`src/dsic_pkg.sv`:
```
// Purpose: Shared constants and carriers for the serial converter front end
// Assumes: 16-bit words, MSB first
// Notes:   Strap levels are sampled by the core clock
package dsic_pkg;
    localparam int          WORD_W        = 16;
    localparam int          CNT_W         = 5;
    localparam logic [15:0] RESET_LOW_VAL = 16'h0000;
    localparam logic [15:0] RESET_HIGH_VAL = 16'h8000;
    localparam logic [15:0] MSB_FLIP      = 16'h8000;
    localparam logic [4:0]  FRAME_BITS    = 5'h10;
    localparam int          BUF_DEPTH     = 2;

    typedef struct packed {
        logic format_select;
        logic reset_level_select;
        logic serial_out_select;
    } dsic_straps_t;

    typedef struct packed {
        logic [15:0] word;
    } dsic_word_t;
endpackage : dsic_pkg

```
`src/dsic_buf2.sv`:
```
// Purpose: Two-entry valid/ready buffer for captured frame words
// Assumes: Single clock domain
// Notes:   Depth is a parameter; full and empty are exact
module dsic_buf2 #(
    parameter int W     = 16,
    parameter int DEPTH = 2
) (
    // Clock and reset
    input  wire logic         sys_clk,
    input  wire logic         rst,
    // Fill side
    input  wire logic         in_valid,
    output logic              in_ready,
    input  wire logic [W-1:0] in_data,
    // Drain side
    output logic              out_valid,
    input  wire logic         out_ready,
    output logic [W-1:0]      out_data
);
    localparam int AW = (DEPTH > 1) ? $clog2(DEPTH) : 1;
    logic [W-1:0]  mem_reg [DEPTH];
    logic [AW-1:0] wr_reg, wr_next, rd_reg, rd_next;
    logic [AW:0]   cnt_reg, cnt_next;
    logic          push, pop;

    function automatic logic [AW-1:0] bump(input logic [AW-1:0] p);
        bump = (p == AW'(DEPTH - 1)) ? '0 : p + 1'b1;
    endfunction : bump

    assign in_ready  = (cnt_reg != (AW+1)'(DEPTH));
    assign out_valid = (cnt_reg != '0);
    assign out_data  = mem_reg[rd_reg];
    assign push      = in_valid && in_ready;
    assign pop       = out_valid && out_ready;

    always_comb begin
        wr_next  = push ? bump(wr_reg) : wr_reg;
        rd_next  = pop ? bump(rd_reg) : rd_reg;
        cnt_next = cnt_reg + (AW+1)'(push) - (AW+1)'(pop);
    end

    always_ff @(posedge sys_clk or posedge rst) begin
        if (rst) begin
            wr_reg  <= '0;
            rd_reg  <= '0;
            cnt_reg <= '0;
        end else begin
            wr_reg  <= wr_next;
            rd_reg  <= rd_next;
            cnt_reg <= cnt_next;
        end
    end

    // Storage has no reset; only valid entries are ever read
    always_ff @(posedge sys_clk) begin
        if (push) begin
            mem_reg[wr_reg] <= in_data;
        end
    end
endmodule : dsic_buf2

```
`src/dsic_core.sv`:
```
// Purpose: Serial input, input register and output latch of a 16-bit converter
// Assumes: Link pins are asynchronous and sampled by sys_clk (SCLK well below sys_clk/4)
// Notes:   Link edges are seen two to three cycles late; rst is power-on reset
// Summary of operation
// Format strap high means straight binary, low means two's complement.
// Binary: FFFF full scale minus one, 8000 mid, 0000 zero.
// Two's complement: 7FFF top, 0000 mid, 8000 zero; flip the MSB.
// Power-down pin grounds output, stored words stay unchanged.
// Serial shifting continues during power-down.
// Reset pin low forces both registers to strap-selected reset value.
// Power-up loads both registers with strap-selected reset value.
// Reset value 0000 with strap low, 8000 with strap high.
// Chip select low frames the transfer; bits taken only then.
// DIN shifted into 16-bit register on each rising SCLK while selected.
// Frames under 16 bits are discarded, registers keep old data. Code: a short frame during a buffer stall shifts into the pending word.
// Longer frames keep only the last 16 bits.
// Rising chip select after a valid frame copies shift register to input.
// Host lowers select before first clock, raises after sixteenth.
// Load strobe low updates the output latch from the input register.
// Standalone mode shifts input register out on SDO during the frame.
// Standalone: after 16 bits SDO gives zeros; last 16 inputs kept.
// Host ignores standalone readback from frames shorter than 16 bits.
// Daisy-chain mode: bits beyond the sixteenth ripple out on SDO.
// SDO changes on falling SCLK, sampled on the next rising edge.
// Host sends exactly 16 times N clocks for a chain of N.
// Strobe high holds latch; strobe low makes latch follow input register.
// Words travel most significant bit first.
module dsic_core (
    // Clock and reset
    input  wire logic                 sys_clk,
    input  wire logic                 rst,
    // Serial link pins
    input  wire logic                 sclk,
    input  wire logic                 cs_n,
    input  wire logic                 din,
    output logic                      sdo,
    // Control pins and straps
    input  wire logic                 reset_n,
    input  wire logic                 load_output_n,
    input  wire logic                 powerdown_pin,
    input  wire dsic_pkg::dsic_straps_t straps,
    // Converter side
    output logic [15:0]               dac_code,
    output logic                      analog_output_enable,
    output logic                      output_ground,
    output logic [15:0]               input_word,
    output logic                      frame_error
);
    // Synchronisers: first stage feeds only the second
    logic [5:0] s1_reg, s2_reg;
    logic       sclk_d_reg, cs_d_reg;
    logic       sclk_s, cs_s, din_s, rstp_s, ld_s, pd_s;
    dsic_pkg::dsic_straps_t strap_s;
    logic [2:0] st1_reg, st2_reg;

    always_ff @(posedge sys_clk or posedge rst) begin
        if (rst) begin
            // Idle pin levels, so no false link edge or power-down blip follows reset
            s1_reg     <= 6'h32;
            s2_reg     <= 6'h32;
            st1_reg    <= 3'h0;
            st2_reg    <= 3'h0;
            sclk_d_reg <= 1'b0;
            cs_d_reg   <= 1'b1;
        end else begin
            s1_reg     <= {reset_n, load_output_n, powerdown_pin, din, cs_n, sclk};
            s2_reg     <= s1_reg;
            st1_reg    <= straps;
            st2_reg    <= st1_reg;
            sclk_d_reg <= s2_reg[0];
            cs_d_reg   <= s2_reg[1];
        end
    end

    assign sclk_s  = s2_reg[0];
    assign cs_s    = s2_reg[1];
    assign din_s   = s2_reg[2];
    assign pd_s    = s2_reg[3];
    assign ld_s    = s2_reg[4];
    assign rstp_s  = s2_reg[5];
    assign strap_s = st2_reg;

    logic sclk_rise, sclk_fall, cs_rise, cs_fall, selected;
    assign selected  = !cs_s;
    assign sclk_rise = sclk_s && !sclk_d_reg;
    assign sclk_fall = !sclk_s && sclk_d_reg;
    assign cs_rise   = cs_s && !cs_d_reg;
    assign cs_fall   = !cs_s && cs_d_reg;

    function automatic logic [15:0] reset_value(input logic level);
        reset_value = level ? dsic_pkg::RESET_HIGH_VAL : dsic_pkg::RESET_LOW_VAL;
    endfunction : reset_value

    // Link-side state
    logic [15:0] shift_reg, shift_next;
    logic [15:0] rb_reg, rb_next;
    logic [4:0]  cnt_reg, cnt_next;
    logic        sdo_reg, sdo_next;
    logic        pend_reg, pend_next;
    logic        ferr_reg, ferr_next;
    logic        push;
    logic        buf_ready;
    logic        buf_valid;
    logic [15:0] buf_data;
    logic        hw_reset;
    logic [15:0] in_reg, in_next;
    logic [15:0] latch_reg, latch_next;

    assign hw_reset = !rstp_s;

    always_comb begin
        shift_next = shift_reg;
        rb_next    = rb_reg;
        cnt_next   = cnt_reg;
        sdo_next   = sdo_reg;
        pend_next  = pend_reg;
        ferr_next  = 1'b0;
        push       = 1'b0;
        if (cs_fall) begin
            cnt_next = '0;
            rb_next  = in_reg;
            sdo_next = strap_s.serial_out_select ? in_reg[15] : shift_reg[15];
        end else if (selected && sclk_rise) begin
            shift_next = {shift_reg[14:0], din_s};
            if (cnt_reg != dsic_pkg::FRAME_BITS) begin
                cnt_next = cnt_reg + 5'h01;
            end
        end else if (selected && sclk_fall) begin

            rb_next = {rb_reg[14:0], 1'b0};
            if (strap_s.serial_out_select) begin
                sdo_next = rb_reg[14];
            end else begin
                sdo_next = shift_reg[15];
            end
        end
        if (cs_rise) begin
            if (cnt_reg == dsic_pkg::FRAME_BITS) begin
                pend_next = 1'b1;
            end else begin
                ferr_next = 1'b1;
            end
        end
        // Word waits if the buffer is full; it is taken from shift_reg at the push, so any new frame during the stall, short or not, shifts into it
        if (pend_reg && buf_ready) begin
            push      = 1'b1;
            pend_next = cs_rise && (cnt_reg == dsic_pkg::FRAME_BITS);
        end
    end

    always_ff @(posedge sys_clk or posedge rst) begin
        if (rst) begin
            shift_reg <= 16'h0000;
            rb_reg    <= 16'h0000;
            cnt_reg   <= 5'h00;
            sdo_reg   <= 1'b0;
            pend_reg  <= 1'b0;
            ferr_reg  <= 1'b0;
        end else begin
            shift_reg <= shift_next;
            rb_reg    <= rb_next;
            cnt_reg   <= cnt_next;
            sdo_reg   <= sdo_next;
            pend_reg  <= pend_next;
            ferr_reg  <= ferr_next;
        end
    end

    dsic_buf2 #(
        .W     (dsic_pkg::WORD_W),
        .DEPTH (dsic_pkg::BUF_DEPTH)
    ) u_buf (
        .sys_clk   (sys_clk),
        .rst       (rst),
        .in_valid  (push),
        .in_ready  (buf_ready),
        .in_data   (shift_reg),
        .out_valid (buf_valid),
        .out_ready (!hw_reset),
        .out_data  (buf_data)
    );

    // Input register and output latch
    logic init_reg;
    always_comb begin
        in_next    = in_reg;
        latch_next = latch_reg;
        if (init_reg || hw_reset) begin
            in_next    = reset_value(strap_s.reset_level_select);
            latch_next = reset_value(strap_s.reset_level_select);
        end else begin
            if (buf_valid) begin
                in_next = buf_data;
            end
            if (!ld_s) begin
                latch_next = in_reg;
            end
        end
    end

    // Power-up value taken from the straps once they have settled
    logic [1:0] init_cnt_reg;
    always_ff @(posedge sys_clk or posedge rst) begin
        if (rst) begin
            in_reg       <= 16'h0000;
            latch_reg    <= 16'h0000;
            init_cnt_reg <= 2'h0;
            init_reg     <= 1'b1;
        end else begin
            in_reg       <= in_next;
            latch_reg    <= latch_next;
            init_cnt_reg <= (init_cnt_reg == 2'h3) ? init_cnt_reg : init_cnt_reg + 2'h1;
            init_reg     <= (init_cnt_reg != 2'h3);
        end
    end

    // Output code: the ladder wants offset binary
    logic [15:0] code_reg;
    logic        pd_reg;
    always_ff @(posedge sys_clk or posedge rst) begin
        if (rst) begin
            code_reg <= 16'h0000;
            pd_reg   <= 1'b0;
        end else begin
            code_reg <= strap_s.format_select ? latch_reg : (latch_reg ^ dsic_pkg::MSB_FLIP);
            pd_reg   <= pd_s;
        end
    end

    assign dac_code             = code_reg;
    assign output_ground        = pd_reg;
    assign analog_output_enable = !pd_reg;
    assign input_word           = in_reg;
    assign sdo                  = sdo_reg;
    assign frame_error          = ferr_reg;

    // Checks
    property p_short_frame;
        @(posedge sys_clk) disable iff (rst)
        (cs_rise && cnt_reg < dsic_pkg::FRAME_BITS && !pend_reg && !buf_valid) |=> !push && !pend_reg;
    endproperty
    a_short_frame: assert property (p_short_frame) else $error("short frame accepted");

    property p_valid_frame;
        @(posedge sys_clk) disable iff (rst)
        (cs_rise && cnt_reg == dsic_pkg::FRAME_BITS) |=> pend_reg;
    endproperty
    a_valid_frame: assert property (p_valid_frame) else $error("valid frame not captured");

    property p_shift;
        @(posedge sys_clk) disable iff (rst)
        (selected && sclk_rise && !cs_fall) |=> shift_reg == {$past(shift_reg[14:0]), $past(din_s)};
    endproperty
    a_shift: assert property (p_shift) else $error("shift wrong");

    property p_hold_latch;
        @(posedge sys_clk) disable iff (rst)
        (ld_s && !hw_reset && !init_reg) |=> $stable(latch_reg);
    endproperty
    a_hold_latch: assert property (p_hold_latch) else $error("latch moved while held");

    property p_transparent;
        @(posedge sys_clk) disable iff (rst)
        (!ld_s && !hw_reset && !init_reg) |=> latch_reg == $past(in_reg);
    endproperty
    a_transparent: assert property (p_transparent) else $error("latch not following");

    property p_hw_reset;
        @(posedge sys_clk) disable iff (rst)
        hw_reset |=> in_reg == reset_value($past(strap_s.reset_level_select));
    endproperty
    a_hw_reset: assert property (p_hw_reset) else $error("reset value wrong");

    property p_format;
        @(posedge sys_clk) disable iff (rst)
        1'b1 |=> dac_code == ($past(strap_s.format_select) ? $past(latch_reg) : ($past(latch_reg) ^ dsic_pkg::MSB_FLIP));
    endproperty
    a_format: assert property (p_format) else $error("format mapping wrong");

    property p_powerdown;
        @(posedge sys_clk) disable iff (rst)
        pd_s |=> output_ground && !analog_output_enable;
    endproperty
    a_powerdown: assert property (p_powerdown) else $error("power-down not applied");

    property p_sdo_fall;
        @(posedge sys_clk) disable iff (rst)
        (!sclk_fall && !cs_fall) |=> $stable(sdo_reg);
    endproperty
    a_sdo_fall: assert property (p_sdo_fall) else $error("sdo moved off falling edge");

    property p_deselected;
        @(posedge sys_clk) disable iff (rst)
        !selected |=> $stable(shift_reg) && $stable(cnt_reg);
    endproperty
    a_deselected: assert property (p_deselected) else $error("shift while deselected");

    property p_readback_zero;
        @(posedge sys_clk) disable iff (rst)
        (selected && sclk_fall && !cs_fall && strap_s.serial_out_select && cnt_reg == dsic_pkg::FRAME_BITS) |=> !sdo_reg;
    endproperty
    a_readback_zero: assert property (p_readback_zero) else $error("readback not zero after sixteen bits");

    c_valid:  cover property (@(posedge sys_clk) disable iff (rst) cs_rise && cnt_reg == dsic_pkg::FRAME_BITS);
    c_short:  cover property (@(posedge sys_clk) disable iff (rst) ferr_reg);
    c_full:   cover property (@(posedge sys_clk) disable iff (rst) pend_reg && !buf_ready);
    c_pdshift: cover property (@(posedge sys_clk) disable iff (rst) pd_s && selected && sclk_rise);
    c_daisy:  cover property (@(posedge sys_clk) disable iff (rst) selected && sclk_fall && !strap_s.serial_out_select && cnt_reg == dsic_pkg::FRAME_BITS);
endmodule : dsic_core

```
`config.mk`:
```
export PLATFORM = sky130hd
export DESIGN_NAME = dsic_core
export DESIGN_NICKNAME = d
export VERILOG_FILES = /design/src/dsic_pkg.sv /design/src/dsic_buf2.sv /design/src/dsic_core.sv
export SDC_FILE = /design/constraint.sdc
export NUM_CORES = 1
export LEC_CHECK = 0
export BUFFER_PORTS_ARGS = -buffer_cell sky130_fd_sc_hd__buf_4
export CAP_MARGIN = 20
export CORE_MARGIN = 5
export CORE_UTILIZATION = 51
export DETAILED_ROUTE_END_ITERATION = 7
export MAX_ROUTING_LAYER = met4
export PLACE_DENSITY = 0.81
export SETUP_SLACK_MARGIN = 0.2
export SKIP_LAST_GASP = 1
export SYNTH_ARGS = -nofsm -noshare
export SYNTH_HDL_FRONTEND = slang
export SYNTH_SLANG_ARGS = --single-unit
```
`constraint.sdc`:
```
create_clock -name sys_clk -period 3.2 [get_ports sys_clk]
set_input_delay 0.16 -clock sys_clk [delete_from_list [all_inputs] [get_ports sys_clk]]
set_output_delay 0.16 -clock sys_clk [all_outputs]
set_load 0.01 [all_outputs]
```
=== Word-level counts from Yosys, hierarchy flattened ===
Memories as Yosys holds them, arrays and structs flattened.
Index checks and enable logic that the tools add are counted.
Widths: inputs -> output; s select.

* Memory bits (writable): 32
* Register bits after elaboration: 115
* Bits of input ports: 11
* Bits in read-only memories: 0
* Logic and storage cells: 92
* Bits in latches: 0
* Output and inout bits: 36
* Memories kept: 1

* Add/subtract/negate cells: 6
* Muxes and demuxes: 27
* Bitwise gates (word level): 2
* Eq/ne operators: 7
* Shift operators: 0
* Div/mod/pow operators: 0
* $lt $le $gt $ge: 0
* Multipliers: 0
* Reduce and logical (&&, ||, !) cells: 28

{| class="wikitable"
|+ Memory list
! name !! depth !! width !! rd ports !! clocked after memory_dff !! write ports !! line !! RTL
|-
| u_buf.mem_reg || 2 || 16 || 1 || 0 || 1 || dsic_buf2.sv:21 || <nowiki>logic [W-1:0] mem_reg [DEPTH];</nowiki>
|}

{| class="wikitable"
|+ Operators with widths
! operator !! count
|-
| $mux 16 || 6
|-
| $mux 15 || 3
|-
| $mux 1 || 15
|-
| $mux 5 || 3
|-
| $reduce_bool 2->1 || 7
|-
| $logic_and 1x1->1 || 10
|-
| $reduce_and 2->1 || 4
|-
| $logic_not 1->1 || 6
|-
| $ne 2x2->1 const B || 3
|-
| $add 5x1->5 const B || 1
|-
| $eq 5x5->1 const B || 1
|-
| $ne 5x5->1 const B || 1
|-
| $add 1x1->1 const B || 2
|-
| $add 2x1->2 || 1
|-
| $add 2x1->2 const B || 1
|-
| $eq 2x2->1 const B || 1
|-
| $ne 2x1->1 const B || 1
|-
| $not 1->1 || 2
|-
| $sub 2x1->2 || 1
|-
| $logic_or 1x1->1 || 1
|}

=== Depth between registers and ports, before layout ===
* Depth after elaboration: 6
* Mapped depth: 7
* Gate-level depth less buffers: 6

=== Hierarchy ===
Synthesis repeated with hierarchy kept, for this count alone.

* Cells, all modules: 362
* Area, all modules: 5,531.6 um^2

{| class="wikitable"
|+ Modules (own cells, without submodules)
! module !! area an instance (um^2) !! cells an instance !! instances !! seq. area each (um^2)
|-
| dsic_core || 4,151.5 || 289 || 1 || 2,787.7
|-
| dsic_buf2 || 1,380.1 || 73 || 1 || 1,061.0
|}

=== Least setup slack after synthesis ===
OpenSTA, ideal clock, no wires.

* Kind: register to register
* Start: register u_buf.cnt_reg[1]
* End: memory u_buf.mem_reg[0][0] (enable)
* Period minus slack after synthesis: 1.793 ns
* Path slack: 1.407 ns
* Setup time: 0.388 ns
* Buffers on the path: 1
* Stages on the path, launching flop included: 5
* Required time: 2.812 ns
* Arrival: 1.405 ns
* Cells stage by stage: dfrtp_1 clkbuf_1 nand2b_1 nand2_1 nor2_1

* Cells in the longest elaborated chain, start to end: 6

{| class="wikitable"
|+ Ends and longest elaborated chain
! item !! line !! RTL
|-
| start, declared || dsic_buf2.sv:23 || <nowiki>logic [AW:0] cnt_reg, cnt_next;</nowiki>
|-
| start signal, assigned || dsic_buf2.sv:50 || <nowiki>cnt_reg <= cnt_next;</nowiki>
|-
| $ne 2x2->1 * || dsic_buf2.sv:30 || <nowiki>assign in_ready = (cnt_reg != (AW+1)'(DEPTH));</nowiki>
|-
| $logic_and 1x1->1 || dsic_core.sv:145 || <nowiki>if (pend_reg && buf_ready) begin</nowiki>
|-
| $mux 1 || dsic_core.sv:145 ||
|-
| $logic_and 1x1->1 * || dsic_buf2.sv:33 || <nowiki>assign push = in_valid && in_ready;</nowiki>
|-
| $mux 1 * || dsic_buf2.sv:56 || <nowiki>if (push) begin</nowiki>
|-
| $mux 1 (not written as such) * || dsic_buf2.sv:57 || <nowiki>mem_reg[wr_reg] <= in_data;</nowiki>
|-
| end, declared || dsic_buf2.sv:21 ||
|}

Every way passes the cells marked *; elsewhere a longest branch is shown, timed or not.

=== Worst setup path in the final report ===
* Start: register cs_d_reg
* End: register rb_reg[9]

* Cells in the longest elaborated chain, start to end: 3
* Elaborated cells between the ends (all ways): 5
* Those cells by class: eq/ne: 1; mux: 1; reduce/logical: 3

{| class="wikitable"
|+ Ends and longest elaborated chain
! item !! line !! RTL
|-
| start, declared || dsic_core.sv:51 || <nowiki>logic sclk_d_reg, cs_d_reg;</nowiki>
|-
| start signal, assigned || dsic_core.sv:71 || <nowiki>cs_d_reg <= s2_reg[1];</nowiki>
|-
| $logic_and 1x1->1 * || dsic_core.sv:88 || <nowiki>assign cs_fall = !cs_s && cs_d_reg;</nowiki>
|-
| $ne 2x2->1 (no line) / $reduce_bool 2->1 (equally long branches) || - ||
|-
| $reduce_and 2->1 (no line) || - ||
|-
| end signal, assigned || dsic_core.sv:161 || <nowiki>rb_reg <= rb_next;</nowiki>
|-
| end, declared || dsic_core.sv:96 || <nowiki>logic [15:0] rb_reg, rb_next;</nowiki>
|}

Marks and branches as above.
A chain may end at the register's enable or synchronous reset.

==> results.yml <==
status:
  status: "finished clean"
route:
  routedWlPerCell_um: 16.6
  drcViolationCount: 0
  routed_via_density: 5.18
  routed-via-count: 2898
  drt_iter0_markers: 176
  dr.pass1.iters: 4
  wl_mm: 9.31
  ant_nets: 0
timing:
  fin_ws_ps: 1020
  clock-skew-final_ps: 5.09
  fin_tns_setup_ps: 0
  rsz0062_at_grt: "false"
  period_minus_slack_ps: 2180
  hold_violations: 0
  finalSetupViolations: 0
  report.final.slew_viol_count: 0
  fmax_mhz: 458
  fin_hold_ws_ps: 193
  period_share: 0.683
  slew_headroom: 0.304
  worst_slew_pin_slew_ps: 1040
synth:
  synth-seq-cells: 147
  syn_area_mm2: 0.00540
  ys_top_cells_by_count: "107 x dfrtp_1, 38 x mux2i_1, 32 x edfxtp_1"
  yosysTopAreaCell: "dfrtp_1"
  synth_simple_gate_area_share: 0.0477
  netlist.area_leader.share: 0.496
  yosys_warnings: 0
  synthFlopType: "dfrtp_1"
  synth.most_common_cell: "dfrtp_1"
  ys_types: 39
  synth_top_family_by_area: "multiplexers"
  synth_compound_area_frac: 0.0512
  yosys-top-cells-area: "dfrtp_1 50%, edfxtp_1 18%, mux2i_1 7.0%"
  synth_xor_area_frac: 0.00973
  syn_nets: 360
  synthAdderAreaFrac: 0.0116
  synthArstFlopShare: 0.782
  synth_edf_count: 32
  yosysSeqAreaShare: 0.713
  synth.area.mux_share: 0.146
  avgSynthCellArea_um2: 15.7
  syn_inst: 344
placed_design:
  place_inst: 518
  gp_congestion: 0.781
  io_buffers: 46
  dp_hpwl_mm: 5.94
  pre_cts_ws_ps: 1100
  dpl-instance-area_mm2: 0.00590
final_layout:
  fin_nets: 427
  area.sequential_mm2: 0.00385
  drive_above_1_share: 0.257
  fillers: 678
  fin_cells: 560
  area_growth_pct: 22.2
  design_area_mm2: 0.00660
  multiInputGateArea_mm2: 0.00144
  final_util: 0.639
  largest_reg_flops: 32
  n_antenna_cell: 0
floorplan:
  placeableCoreArea_mm2: 0.0103
  die_w_um: 113
  start_util: 0.523
  rows: 37
  fp.dieH_um: 113
  dieArea_mm2: 0.0127
  io-pin-count: 47
power_and_ir_drop:
  power_leakage_nw: 3.02
  p_per_area_mw_per_mm2: 636
  power_mw: 4.20
  max-vdd-ir-drop_uv: 336
cts:
  numCtsBuffers: 17
  cts_tree: "yes"
  worstSkewPairLatency_ps: 520
  clock-root-buffer: "clkbuf_8"
  ctsResizeCount: 0
  cts.sinks: 147
  htree_num_levels: 4
  hold_buffers: 10
  clkTransAtPathRegs_ps: 60
  postCtsSetupBuffers: 0
  clock_path_buffers: 2
worst_setup_path:
  slowest_delay_ps: 800
  crit_path_end_kind: "flop"
  worst-path-max-fanout: 11
  slowest_stage: "nor2b_1"
  required_ps: 3610
  cp_top_family: "simple AND/OR/NAND/NOR gates"
  cp_num_buf_inv: 0
  r2r-start: "cs_d_reg"
  regToRegSetupSlack_ps: 1020
  reg2reg_depth: 3
  crit_arrival_ps: 2590
  timing.rr.end: "rb_reg[9]"
  cp-start-kind: "flop"
  crit_type: "reg -> reg"
  path_cells: "nor2b_1 > mux2_1 > mux2_2"
grt:
  grt_usage: 0.170
  overflow: 0
  antenna_found_initial: 0
  grt_max_degree: 55
  grt_pass1_wl_mm: 16.2
  grt_pass1_vias: 3168
job:
  drv_cap: 0
worst_hold_path:
  hp-class: "in -> async"
routing by layer:
| metal | vias up | global-route usage | wire (µm) |
|---|---|---|---|
| met5 | - | - | 0 |
| met4 | 0 | 0.0761 | 200 |
| met3 | 17 | 0.0449 | 317 |
| met2 | 46 | 0.272 | 4830 |
| met1 | 1475 | 0.205 | 3960 |
| li1 | 1360 | - | - |
worst max path at each step:
| stage | from | slack [ps] | to | cells past startpoint |
|---|---|---|---|---|
| 2_1_floorplan | u_buf.cnt_reg[1] | 1410 | u_buf.mem_reg[0][0] | 4 |
| 3_3_place_gp | cs_d_reg | 1160 | rb_reg[9] | 3 |
| 3_5_place_dp | cs_d_reg | 1100 | rb_reg[9] | 3 |
| 4_1_cts | cs_d_reg | 1010 | rb_reg[9] | 3 |
| 5_1_grt | cs_d_reg | 940 | rb_reg[9] | 3 |
| 6_report | cs_d_reg | 1020 | rb_reg[9] | 3 |
report_power, final:
part	switching [mW]	internal (mW)
logic	0.0875	0.0821
clock network	0.722	1.26
registers	0.0554	1.99
total	0.865	3.33
cell families after synthesis:
kind of cell               count (synthesis)
DFF                                      147
and+or+nand+nor                           48
buffers and inverters                     26
adders and majority gates                  5
muxes                                     74
xor gates and xnor gates                   6
AOI/OAI and AO/OA                         38
area by class of cell:
type                    count  share of cell area
inverters                  11             0.00683
repair buffers             63              0.0755
clock inverters            15              0.0284
multi-input cells         171               0.217
well taps                 136              0.0258
clock buffers              17              0.0628
flip-flops and latches    147               0.583
worst register-to-register path: stages, from the launching register on:
cell and delay (ps):
dfstp_2 600, nor2b_1 800, mux2_1 410, mux2_2 270
placed cells by master (no fill, tap or decap), types with 4 or more instances in the layout:
master / n
clkbuf_16: 16
xnor2_1: 5
edfxtp_1: 32
inv_1: 10
ha_1: 5
o2bb2ai_1: 15
nor2_1: 18
clkinv_2: 5
nand2_1: 11
o21ai_1: 8
dfstp_2: 8
dfrtp_1: 107
buf_4: 53
mux2_2: 11
mux2_1: 25
mux2i_1: 38
bufinv_16: 4
dlygate4sd3_1: 10
(Power assumes the default switching activity.)
